**src/design/me_seq_pkg.sv**
```systemverilog
// Constants, register map and state encodings of the transition sequencer.
// Behaviour
// - Two independent wipe systems, each may take either complex pattern generator.
// - Six pattern generators: two complex plus the keyer generators, also for masks.
// - Black interlude is two transitions, into and out of black, one trigger each.
// - While in the black interlude the whole output picture is black.
// - Program blackout fade ramps program output to black at a preset rate.
// - Cut acts at once; mix and wipe follow preset rate or lever.
// - Main transition has one rate and lever; four keyers own rates and triggers.
// - On completion with background selected, buses A and B swap selections; A stays on air.
// - Next stack is current stack with selected keys toggled, plus selected background and priority.
// - Preview always shows the next stack composite.
// - Transitions blend whole current composite into whole next composite.
// - Key opacity stays full during a stack transition, except for a keyer running its own fade.
// - Keyer trigger fades that keyer opacity alone, outside the composite.
// - Keys layer by priority, top first, backgrounds beneath all keys.
// - A priority change can ride in a transition, keys stay fully keyed.
// - Keyer takes background, cut and fill; fill may be matte; self key.
package me_seq_pkg;
   localparam int          ADDR_W         = 8;
   localparam int          NUM_KEYS       = 4;
   localparam int          NUM_COMPLEX    = 2;
   localparam int          NUM_WIPE_GEN   = 6;
   localparam logic [7:0]  PROG_MAX       = 8'hFF;
   localparam logic [7:0]  PROG_MIN       = 8'h00;
   localparam logic [7:0]  STEP_MIN       = 8'h01;
   // Register byte offsets.
   localparam logic [7:0]  REG_CTRL       = 8'h00;
   localparam logic [7:0]  REG_CMD        = 8'h04;
   localparam logic [7:0]  REG_MRATE      = 8'h08;
   localparam logic [7:0]  REG_KRATE      = 8'h0C;
   localparam logic [7:0]  REG_FRATE      = 8'h10;
   localparam logic [7:0]  REG_BUS        = 8'h14;
   localparam logic [7:0]  REG_NEXT       = 8'h18;
   localparam logic [7:0]  REG_KCFG       = 8'h1C;
   localparam logic [7:0]  REG_STAT       = 8'h20;
   localparam logic [7:0]  REG_STACK      = 8'h24;
   localparam logic [7:0]  REG_OPAC       = 8'h28;
   // Writable bit masks and reset values.
   localparam logic [31:0] CTRL_MASK      = 32'h0000007F;
   localparam logic [31:0] RATE_MASK      = 32'h000000FF;
   localparam logic [31:0] NEXT_MASK      = 32'h0000FF3F;
   localparam logic [31:0] KCFG_MASK      = 32'h00007777;
   localparam logic [31:0] RST_RATE       = 32'h00000010;
   localparam logic [31:0] RST_KRATE      = 32'h10101010;
   localparam logic [31:0] RST_NEXT       = 32'h0000E400;
   localparam logic [7:0]  RST_ORDER      = 8'hE4;
   localparam logic [7:0]  RST_BUS_A      = 8'h00;
   localparam logic [7:0]  RST_BUS_B      = 8'h01;
   // Field positions.
   localparam int          CTRL_KIND      = 0;
   localparam int          CTRL_MANUAL    = 2;
   localparam int          CTRL_WSYS      = 3;
   localparam int          CTRL_BLACK     = 4;
   localparam int          CTRL_GEN0      = 5;
   localparam int          CMD_MAIN       = 0;
   localparam int          CMD_FTB        = 1;
   localparam int          CMD_KEY        = 4;
   localparam int          NEXT_BG        = 4;
   localparam int          NEXT_PRI       = 5;
   localparam int          NEXT_ORDER     = 8;
   localparam int          KCFG_MATTE     = 0;
   localparam int          KCFG_SELF      = 1;
   localparam int          KCFG_PAT       = 2;
   localparam logic [1:0]  KIND_CUT       = 2'b00;
   localparam logic [1:0]  KIND_WIPE      = 2'b10;
   localparam logic [1:0]  RESP_OKAY      = 2'b00;
   localparam logic [1:0]  RESP_SLVERR    = 2'b10;
   typedef enum logic [1:0] {ST_IDLE = 2'b00, ST_RUN = 2'b01, ST_HOLD = 2'b10} main_state_e;
   typedef enum logic [1:0] {BLK_NONE = 2'b00, BLK_INTO = 2'b01, BLK_OUT = 2'b10} black_half_e;
endpackage

```
**src/design/me_transition_sequencer.sv**
```systemverilog
// Transition sequencer of one mix/effects stage with its AXI4-Lite register file.
`timescale 1ns/1ps
module me_transition_sequencer
(
   // Clock and reset
   input  wire logic        aclk,
   input  wire logic        aresetn,
   // AXI4-Lite slave
   input  wire logic [7:0]  s_axi_awaddr,
   input  wire logic        s_axi_awvalid,
   output logic             s_axi_awready,
   input  wire logic [31:0] s_axi_wdata,
   input  wire logic [3:0]  s_axi_wstrb,
   input  wire logic        s_axi_wvalid,
   output logic             s_axi_wready,
   output logic [1:0]       s_axi_bresp,
   output logic             s_axi_bvalid,
   input  wire logic        s_axi_bready,
   input  wire logic [7:0]  s_axi_araddr,
   input  wire logic        s_axi_arvalid,
   output logic             s_axi_arready,
   output logic [31:0]      s_axi_rdata,
   output logic [1:0]       s_axi_rresp,
   output logic             s_axi_rvalid,
   input  wire logic        s_axi_rready,
   // Video timing and panel
   input  wire logic        field_tick,
   input  wire logic [7:0]  lever_pos,
   // Background buses and mixer
   output logic [7:0]       bus_a_src,
   output logic [7:0]       bus_b_src,
   output logic [7:0]       mix_progress,
   output logic [1:0]       trans_kind,
   output logic             trans_active,
   output logic             trans_done,
   output logic             incoming_black,
   output logic             outgoing_black,
   output logic             black_force,
   output logic             wipe_sys_sel,
   output logic [1:0]       wipe_sys_gen,
   output logic [5:0]       gen_in_use,
   // Stacks and preview
   output logic [3:0]       cur_keys_on,
   output logic [7:0]       cur_priority,
   output logic [3:0]       next_keys_on,
   output logic [7:0]       next_priority,
   output logic [7:0]       preview_bg_src,
   // Keyers and program fade
   output logic [31:0]      key_opacity,
   output logic [3:0]       key_self,
   output logic [3:0]       key_fill_matte,
   output logic [7:0]       program_blackout_fade_level
);

   function automatic logic [7:0] ramp(input logic [7:0] v, input logic [7:0] r,
                                       input logic up);
      logic [7:0] st;
      logic [8:0] s;
      st = (r == me_seq_pkg::PROG_MIN) ? me_seq_pkg::STEP_MIN : r;
      s  = up ? ({1'b0, v} + {1'b0, st}) : ({1'b0, v} - {1'b0, st});
      if (s[8])
         return up ? me_seq_pkg::PROG_MAX : me_seq_pkg::PROG_MIN;
      return s[7:0];
   endfunction

   function automatic logic [31:0] merge(input logic [31:0] o, input logic [31:0] n,
                                         input logic [3:0] st);
      logic [31:0] r;
      r = o;
      for (int b = 0; b < 4; b++)
         if (st[b])
            r[8*b +: 8] = n[8*b +: 8];
      return r;
   endfunction

   logic                    aw_got;
   logic                    w_got;
   logic [7:0]              wa;
   logic [31:0]             wd;
   logic [3:0]              ws;
   logic [31:0]             ctrl;
   logic [31:0]             mrate;
   logic [31:0]             krate;
   logic [31:0]             frate;
   logic [31:0]             next_sel;
   logic [31:0]             kcfg;
   logic [31:0]             rd_val;
   logic                    rd_ok;
   logic                    wr_ok;
   logic [7:0]              lever_m;
   logic [7:0]              lever_s;
   logic [7:0]              lever_last;
   me_seq_pkg::main_state_e state;
   me_seq_pkg::black_half_e blk;
   me_seq_pkg::black_half_e blk_next;
   logic [7:0]              progress;
   logic                    ftb_busy;
   logic                    ftb_dark;
   logic [3:0]              kbusy;
   logic [3:0]              kdone;
   logic [3:0]              key_pat;

   assign s_axi_awready = !aw_got;
   assign s_axi_wready  = !w_got;
   assign s_axi_arready = !s_axi_rvalid;
   wire wr_go = aw_got && w_got && !s_axi_bvalid;

   // A write lands one cycle after both halves are held; a pending response blocks the next.
   always_ff @(posedge aclk)
   begin
      if (!aresetn)
      begin
         aw_got       <= 1'b0;
         w_got        <= 1'b0;
         wa           <= 8'h00;
         wd           <= 32'h00000000;
         ws           <= 4'h0;
         s_axi_bvalid <= 1'b0;
         s_axi_bresp  <= me_seq_pkg::RESP_OKAY;
      end
      else
      begin
         if (s_axi_awvalid && s_axi_awready)
         begin
            aw_got <= 1'b1;
            wa     <= s_axi_awaddr;
         end
         if (s_axi_wvalid && s_axi_wready)
         begin
            w_got <= 1'b1;
            wd    <= s_axi_wdata;
            ws    <= s_axi_wstrb;
         end
         if (wr_go)
         begin
            aw_got       <= 1'b0;
            w_got        <= 1'b0;
            s_axi_bvalid <= 1'b1;
            s_axi_bresp  <= wr_ok ? me_seq_pkg::RESP_OKAY : me_seq_pkg::RESP_SLVERR;
         end
         else if (s_axi_bready)
            s_axi_bvalid <= 1'b0;
      end
   end

   assign wr_ok = (wa[1:0] == 2'b00) && (wa <= me_seq_pkg::REG_OPAC);
   wire cmd_wr   = wr_go && (wa == me_seq_pkg::REG_CMD) && ws[0];
   wire cmd_main = cmd_wr && wd[me_seq_pkg::CMD_MAIN];
   wire cmd_ftb  = cmd_wr && wd[me_seq_pkg::CMD_FTB];
   wire [3:0] key_go = cmd_wr ? wd[me_seq_pkg::CMD_KEY +: 4] : 4'h0;

   always_ff @(posedge aclk)
   begin
      if (!aresetn)
      begin
         ctrl     <= 32'h00000000;
         mrate    <= me_seq_pkg::RST_RATE;
         krate    <= me_seq_pkg::RST_KRATE;
         frate    <= me_seq_pkg::RST_RATE;
         next_sel <= me_seq_pkg::RST_NEXT;
         kcfg     <= 32'h00000000;
      end
      else if (wr_go)
      begin
         case (wa)
            me_seq_pkg::REG_CTRL:  ctrl     <= merge(ctrl, wd, ws) & me_seq_pkg::CTRL_MASK;
            me_seq_pkg::REG_MRATE: mrate    <= merge(mrate, wd, ws) & me_seq_pkg::RATE_MASK;
            me_seq_pkg::REG_KRATE: krate    <= merge(krate, wd, ws);
            me_seq_pkg::REG_FRATE: frate    <= merge(frate, wd, ws) & me_seq_pkg::RATE_MASK;
            me_seq_pkg::REG_NEXT:  next_sel <= merge(next_sel, wd, ws) & me_seq_pkg::NEXT_MASK;
            me_seq_pkg::REG_KCFG:  kcfg     <= merge(kcfg, wd, ws) & me_seq_pkg::KCFG_MASK;
            default:               ctrl     <= ctrl;
         endcase
      end
   end

   always_comb
   begin
      rd_ok  = 1'b1;
      rd_val = 32'h00000000;
      case (s_axi_araddr)
         me_seq_pkg::REG_CTRL:  rd_val = ctrl;
         me_seq_pkg::REG_CMD:   rd_val = 32'h00000000;
         me_seq_pkg::REG_MRATE: rd_val = mrate;
         me_seq_pkg::REG_KRATE: rd_val = krate;
         me_seq_pkg::REG_FRATE: rd_val = frate;
         me_seq_pkg::REG_BUS:   rd_val = {16'h0000, bus_b_src, bus_a_src};
         me_seq_pkg::REG_NEXT:  rd_val = next_sel;
         me_seq_pkg::REG_KCFG:  rd_val = kcfg;
         me_seq_pkg::REG_STAT:  rd_val = {8'h00, program_blackout_fade_level, progress,
                                          kbusy, ftb_dark, ftb_busy, black_force,
                                          trans_active};
         me_seq_pkg::REG_STACK: rd_val = {next_priority, cur_priority, 8'h00,
                                          next_keys_on, cur_keys_on};
         me_seq_pkg::REG_OPAC:  rd_val = key_opacity;
         default:               rd_ok  = 1'b0;
      endcase
   end

   always_ff @(posedge aclk)
   begin
      if (!aresetn)
      begin
         s_axi_rvalid <= 1'b0;
         s_axi_rdata  <= 32'h00000000;
         s_axi_rresp  <= me_seq_pkg::RESP_OKAY;
      end
      else if (s_axi_arvalid && s_axi_arready)
      begin
         s_axi_rvalid <= 1'b1;
         s_axi_rdata  <= rd_val;
         s_axi_rresp  <= rd_ok ? me_seq_pkg::RESP_OKAY : me_seq_pkg::RESP_SLVERR;
      end
      else if (s_axi_rready)
         s_axi_rvalid <= 1'b0;
   end

   // The lever word is only used at field ticks, long after it has settled, so a plain
   // two-stage sync of all bits is enough here.
   always_ff @(posedge aclk)
   begin
      if (!aresetn)
      begin
         lever_m    <= 8'h00;
         lever_s    <= 8'h00;
         lever_last <= 8'h00;
      end
      else
      begin
         lever_m <= lever_pos;
         lever_s <= lever_m;
         if (field_tick)
            lever_last <= lever_s;
      end
   end

   wire manual   = ctrl[me_seq_pkg::CTRL_MANUAL];
   wire is_cut   = trans_kind == me_seq_pkg::KIND_CUT;
   wire lever_go = field_tick && (lever_last == me_seq_pkg::PROG_MIN)
                   && (lever_s != me_seq_pkg::PROG_MIN);
   wire start    = (state != me_seq_pkg::ST_RUN)
                   && (cmd_main || (manual && !is_cut && lever_go));
   wire done_run = (state == me_seq_pkg::ST_RUN) && (progress == me_seq_pkg::PROG_MAX);
   assign blk_next = (state == me_seq_pkg::ST_HOLD) ? me_seq_pkg::BLK_OUT :
                     (ctrl[me_seq_pkg::CTRL_BLACK] ? me_seq_pkg::BLK_INTO : me_seq_pkg::BLK_NONE);
   wire cut_now  = start && is_cut;
   wire end_blk  = (cut_now && blk_next == me_seq_pkg::BLK_INTO)
                   || (done_run && blk == me_seq_pkg::BLK_INTO);
   wire fin      = (cut_now && blk_next != me_seq_pkg::BLK_INTO)
                   || (done_run && blk != me_seq_pkg::BLK_INTO);

   // The first half ends parked in black; only a fresh trigger runs the second half.
   always_ff @(posedge aclk)
   begin
      if (!aresetn)
      begin
         state      <= me_seq_pkg::ST_IDLE;
         blk        <= me_seq_pkg::BLK_NONE;
         progress   <= me_seq_pkg::PROG_MIN;
         trans_done <= 1'b0;
      end
      else
      begin
         trans_done <= fin;
         case (state)
            me_seq_pkg::ST_IDLE, me_seq_pkg::ST_HOLD, me_seq_pkg::ST_RUN:
            begin
               if (end_blk)
               begin
                  state    <= me_seq_pkg::ST_HOLD;
                  blk      <= me_seq_pkg::BLK_NONE;
                  progress <= me_seq_pkg::PROG_MIN;
               end
               else if (fin)
               begin
                  state    <= me_seq_pkg::ST_IDLE;
                  blk      <= me_seq_pkg::BLK_NONE;
                  progress <= me_seq_pkg::PROG_MIN;
               end
               else if (start)
               begin
                  state    <= me_seq_pkg::ST_RUN;
                  blk      <= blk_next;
                  progress <= me_seq_pkg::PROG_MIN;
               end
               else if (state == me_seq_pkg::ST_RUN && field_tick)
                  progress <= manual ? lever_s : ramp(progress, mrate[7:0], 1'b1);
            end
            default:
               state <= me_seq_pkg::ST_IDLE;
         endcase
      end
   end

   // Progress blends the whole outgoing composite into the whole incoming one.
   assign mix_progress   = progress;
   assign trans_kind     = ctrl[me_seq_pkg::CTRL_KIND +: 2];
   assign trans_active   = state == me_seq_pkg::ST_RUN;
   assign incoming_black = trans_active && blk == me_seq_pkg::BLK_INTO;
   assign outgoing_black = trans_active && blk == me_seq_pkg::BLK_OUT;
   assign black_force    = state == me_seq_pkg::ST_HOLD;
   assign wipe_sys_sel   = ctrl[me_seq_pkg::CTRL_WSYS];
   assign wipe_sys_gen   = ctrl[me_seq_pkg::CTRL_GEN0 +: me_seq_pkg::NUM_COMPLEX];
   wire wipe_on = trans_active && trans_kind == me_seq_pkg::KIND_WIPE;
   wire gen_pick = wipe_sys_gen[wipe_sys_sel];
   assign gen_in_use = {key_pat, wipe_on && gen_pick, wipe_on && !gen_pick};

   // Swap happens on the same edge that ends the transition, so the output never glitches.
   always_ff @(posedge aclk)
   begin
      if (!aresetn)
      begin
         bus_a_src <= me_seq_pkg::RST_BUS_A;
         bus_b_src <= me_seq_pkg::RST_BUS_B;
      end
      else if (fin && next_sel[me_seq_pkg::NEXT_BG])
      begin
         bus_a_src <= bus_b_src;
         bus_b_src <= bus_a_src;
      end
      else if (wr_go && wa == me_seq_pkg::REG_BUS)
      begin
         if (ws[0])
            bus_a_src <= wd[7:0];
         if (ws[1])
            bus_b_src <= wd[15:8];
      end
   end

   wire [3:0] next_keys_c = cur_keys_on ^ next_sel[3:0];
   wire [7:0] next_pri_c  = next_sel[me_seq_pkg::NEXT_PRI] ?
                            next_sel[me_seq_pkg::NEXT_ORDER +: 8] : cur_priority;

   always_ff @(posedge aclk)
   begin
      if (!aresetn)
      begin
         cur_keys_on    <= 4'h0;
         cur_priority   <= me_seq_pkg::RST_ORDER;
         next_keys_on   <= 4'h0;
         next_priority  <= me_seq_pkg::RST_ORDER;
         preview_bg_src <= me_seq_pkg::RST_BUS_A;
      end
      else
      begin
         cur_keys_on    <= (fin ? next_keys_c : cur_keys_on) ^ kdone;
         next_keys_on   <= next_keys_c;
         next_priority  <= next_pri_c;
         preview_bg_src <= next_sel[me_seq_pkg::NEXT_BG] ? bus_b_src : bus_a_src;
         if (fin)
            cur_priority <= next_pri_c;
      end
   end

   // Each keyer ramps its own opacity; outside its own fade a keyer stays fully opaque.
   for (genvar k = 0; k < me_seq_pkg::NUM_KEYS; k++)
   begin : g_key
      logic       busy;
      logic       up;
      logic [7:0] lvl;
      wire        at_end = up ? (lvl == me_seq_pkg::PROG_MAX) : (lvl == me_seq_pkg::PROG_MIN);
      always_ff @(posedge aclk)
      begin
         if (!aresetn)
         begin
            busy <= 1'b0;
            up   <= 1'b0;
            lvl  <= me_seq_pkg::PROG_MIN;
         end
         else if (!busy && key_go[k])
         begin
            busy <= 1'b1;
            up   <= !cur_keys_on[k];
            lvl  <= cur_keys_on[k] ? me_seq_pkg::PROG_MAX : me_seq_pkg::PROG_MIN;
         end
         else if (busy && at_end)
            busy <= 1'b0;
         else if (busy && field_tick)
            lvl <= ramp(lvl, krate[8*k +: 8], up);
      end
      assign kbusy[k]          = busy;
      assign kdone[k]          = busy && at_end;
      assign key_opacity[8*k +: 8] = busy ? lvl : me_seq_pkg::PROG_MAX;
      assign key_self[k]       = kcfg[4*k + me_seq_pkg::KCFG_SELF];
      assign key_fill_matte[k] = kcfg[4*k + me_seq_pkg::KCFG_MATTE];
      assign key_pat[k]        = kcfg[4*k + me_seq_pkg::KCFG_PAT];
   end

   wire ftb_end = ftb_dark ? (program_blackout_fade_level == me_seq_pkg::PROG_MAX)
                           : (program_blackout_fade_level == me_seq_pkg::PROG_MIN);

   // Each trigger reverses the fade direction; a trigger mid-fade is ignored.
   always_ff @(posedge aclk)
   begin
      if (!aresetn)
      begin
         ftb_busy                    <= 1'b0;
         ftb_dark                    <= 1'b0;
         program_blackout_fade_level <= me_seq_pkg::PROG_MIN;
      end
      else if (!ftb_busy && cmd_ftb)
      begin
         ftb_busy <= 1'b1;
         ftb_dark <= !ftb_dark;
      end
      else if (ftb_busy && ftb_end)
         ftb_busy <= 1'b0;
      else if (ftb_busy && field_tick)
         program_blackout_fade_level <= ramp(program_blackout_fade_level, frate[7:0],
                                             ftb_dark);
   end
endmodule // me_transition_sequencer

```
**config.mk**
```make
export PLATFORM = sky130hd
export DESIGN_NAME = me_transition_sequencer
export DESIGN_NICKNAME = d
export VERILOG_FILES = /design/src/design/me_seq_pkg.sv /design/src/design/me_transition_sequencer.sv
export SDC_FILE = /design/constraint.sdc
export NUM_CORES = 1
export LEC_CHECK = 0
export BUFFER_PORTS_ARGS = -buffer_cell sky130_fd_sc_hd__buf_4
export CAP_MARGIN = 0
export CORE_MARGIN = 2
export CORE_UTILIZATION = 64
export CTS_BUF_LIST = sky130_fd_sc_hd__clkbuf_4
export DETAILED_ROUTE_END_ITERATION = 6
export PLACE_DENSITY = 0.93
export SYNTH_ARGS = -nofsm -noshare
export SYNTH_HDL_FRONTEND = slang
export SYNTH_SLANG_ARGS = --single-unit
```
**constraint.sdc**
```tcl
create_clock -name aclk -period 6.8 [get_ports aclk]
set_clock_uncertainty 0.15 [all_clocks]
set_input_delay 0.34 -clock aclk [delete_from_list [all_inputs] [get_ports aclk]]
set_output_delay 0.34 -clock aclk [all_outputs]
set_load 0.005 [all_outputs]
```
==> key figures <==
Outcome
  – Status: finished, violations left
  – Violated checks: DRC

GRT
  – Largest net degree at the start of global routing: 142
  – Vias in the first global route: 15,968
  – All-Layer GR Usage: 41.4%
  – Initial antenna violation count: 1
  – GR Overflow Total: 0
  – First-pass GRT wire length: 85.7 mm

Run
  – Max-cap violations: 0

Cells and area
  – Final Instance Area: 19,200 um^2
  – Ratio of cells with drive above 1 in the final layout: 17.2%
  – Layout Nets: 2,287
  – Util after Layout: 78.6%
  – P&R area growth vs syn: 20.5%

Setup path
  – Worst EP required: 7.20 ns
  – R2r setup slk: 2.58 ns
  – Critical path endpoint category: register
  – Critical Path Source Type: register
  – Largest fanout on the critical path: 7
  – Worst Reg2Reg Path Length in Cells: 12
  – Crit Path Category: reg2reg
  – Worst path arrival time: 4.62 ns

Clock network
  – Clock Path Buffers: 3
  – Worst skew pair latency: 0.72 ns
  – Clk slew on worst S/H paths: 0.07 ns
  – H-tree Lvls: 3
  – CTS tree: built
  – CTS buffer count: 78
  – CTS root buf: clkbuf_4
  – Setup bufs post-CTS: 0
  – Clock sinks: 298

Floorplan
  – Chip width: 162 um
  – Chip height: 162 um
  – Io pins: 229
  – Placeable Area: 24,400 um^2
  – Row count: 57
  – Effective utilization at floorplan: 65.2%
  – Die ar.: 26,100 um^2

Yosys
  – Ys async rst share: 0%
  – Netlist cell types: 78
  – Mapped Area: 15,900 um^2
  – Synthesis warning total: 0
  – Ranking of synthesized cells by area: dfxtp_1 (38%), nand2_1 (6.5%), mux2i_1 (5.0%)
  – Sequential-to-total area share from yosys stat: 37.5%
  – Cell with the most instances after synthesis: dfxtp_1
  – Post-synth top area share: 37.5%
  – Post-synth EDFFs: 0
  – Synth top cells by count: dfxtp_1 (298), nand2_1 (275), a21oi_1 (109)
  – Yosys reg bits: 298
  – Area leader, netlist: dfxtp_1
  – Ys flop type: dfxtp_1
  – Mean Syn Cell Area: 8.40 um^2
  – Post-Syn Instances: 1,894

Timing
  – Worst Max-Slew Pin Slew: 1.27 ns
  – Setup_tns: 0 ns
  – Slew Limit Fails: 0
  – Worst slew margin: 15.5%
  – Minimum clock period: 4.22 ns
  – Slack of the critical path: 2.58 ns
  – Final Hold Viols: 0
  – RSZ-0062 raised after global routing: no
  – # setup viols final: 0
  – Fin crit share: 62.1%
  – F_max: 0.237 GHz

Power
  – VDD IR-drop max: 0.000150 V
  – Pwr Density: 189 nW/um^2
  – LEAKAGE: 7.91 nW

Place
  – Port buffer count: 226
  – DP HPWL: 36.8 mm
  – Area post-placement: 17,600 um^2
  – Setup WS pre-CTS: 2.66 ns
  – GP Congestion: 1.01

Detailed routing
  – Pre-antenna DRT Iters: 7
  – Residual DRC: 39
  – Drt initial violations: 1,963
  – Vias: 16,336
  – Antenna viol nets, final: 0
  – Vias per inst: 6.45
  – Routed WL: 55.4 mm
  – Drt wl/cell: 21.9 um

Min path
  – HP Class: in2reg
  – Worst Hold Depth: 4
[worst max-delay path, stage by stage, from the launching register on]
cell	delay, ns
dfxtp_1	0.36
nor4_1	0.48
a21oi_1	0.23
ha_1	0.32
mux2_2	0.29
fa_1	0.46
a211oi_1	0.42
o21ai_0	0.17
a31oi_1	0.33
inv_1	0.10
a21o_1	0.19
a21oi_1	0.46
a21oi_1	0.13
[per-layer routing]
metal	share of wire, %	global-route usage, %	vias up
met5	0	0	-
met2	46	68.7	1104
met3	11	10.6	298
met1	36	49.1	7618
li1	-	-	7316
met4	6.1	23.4	0
[power breakdown]
group          internal, W  leakage [nW]  switching (W)  total (W)
registers          0.00178          2.42      0.0000410    0.00182
logic             0.000119          4.94       0.000136   0.000255
clock network     0.000782         0.549       0.000765    0.00155
total              0.00268          7.91       0.000942    0.00362
[what timing repair did]
item	CTS	global route
endpoints found under the hold margin	66	0
hold buffers	62	0
resized for setup	0	0
[per-stage QoR]
step                      hold slack [ns]  std cells  total power [W]
final                              0.0598       2533          0.00362
after global placement              0.266       2339          0.00206
after global routing               0.0841       2531          0.00374
after CTS                         0.00878       2530          0.00360
after detailed placement            0.269       2339          0.00207
after floorplan                     0.262       1895          0.00196
[kinds of logic (layout without fill, tap and decap cells)]
family	Yosys count	after routing	synth area share [%]
DFF	298	298	37.5
and+or+nand+nor	692	692	21.1
AOI/OAI and AO/OA	527	527	22.5
buffers and inverters	154	465	4.00
other	1	5	0.0236
muxes	89	89	5.74
xor gates and xnor gates	71	71	3.91
adders and majority gates	62	62	5.16
[flip-flops by register name (all words and copies together), names as in the netlist, 12 cells and up]
signal / cells
next_sel: 14
kcfg: 12
wd: 32
s_axi_rdata: 32
krate: 32
g_key.lvl: 32
[placed cells by master, fill, tap and decap left out, drive strengths merged, types with 16 or more instances in the layout]
cell,count
xor2,32
inv,41
clkbuf,103
a31oi,19
nor4,16
and2,39
buf,232
a22oi,24
a21boi,91
clkinv,24
nor2b,79
o211a,25
nor3,29
a222oi,20
a21o,17
xnor2,39
mux2i,80
o21ai,113
nand2b,46
a21oi,109
ha,56
dlygate4sd3,62
nand2,276
dfxtp,298
nor2,105
nand3,47
[cell type report]
type / count / area, um^2
sequential: 298 / 5970
multi-input combinational: 1443 / 9320
inverter: 42 / 158
tap: 324 / 405
antenna: 3 / 7.51
clock inverter: 26 / 169
clock buffer: 103 / 773
fill: 1648 / 5220
timing repair buffer: 294 / 2370
[path summary, 6_finish.rpt]
path | from | end
max | krate[21] | g_key[2].lvl[1]
min | s_axi_araddr[2] | s_axi_rdata[0]
max reg2reg | krate[21] | g_key[2].lvl[1]
min reg2reg | lever_m[0] | lever_s[0]
No activity file was read; power rests on OpenSTA's default activity.
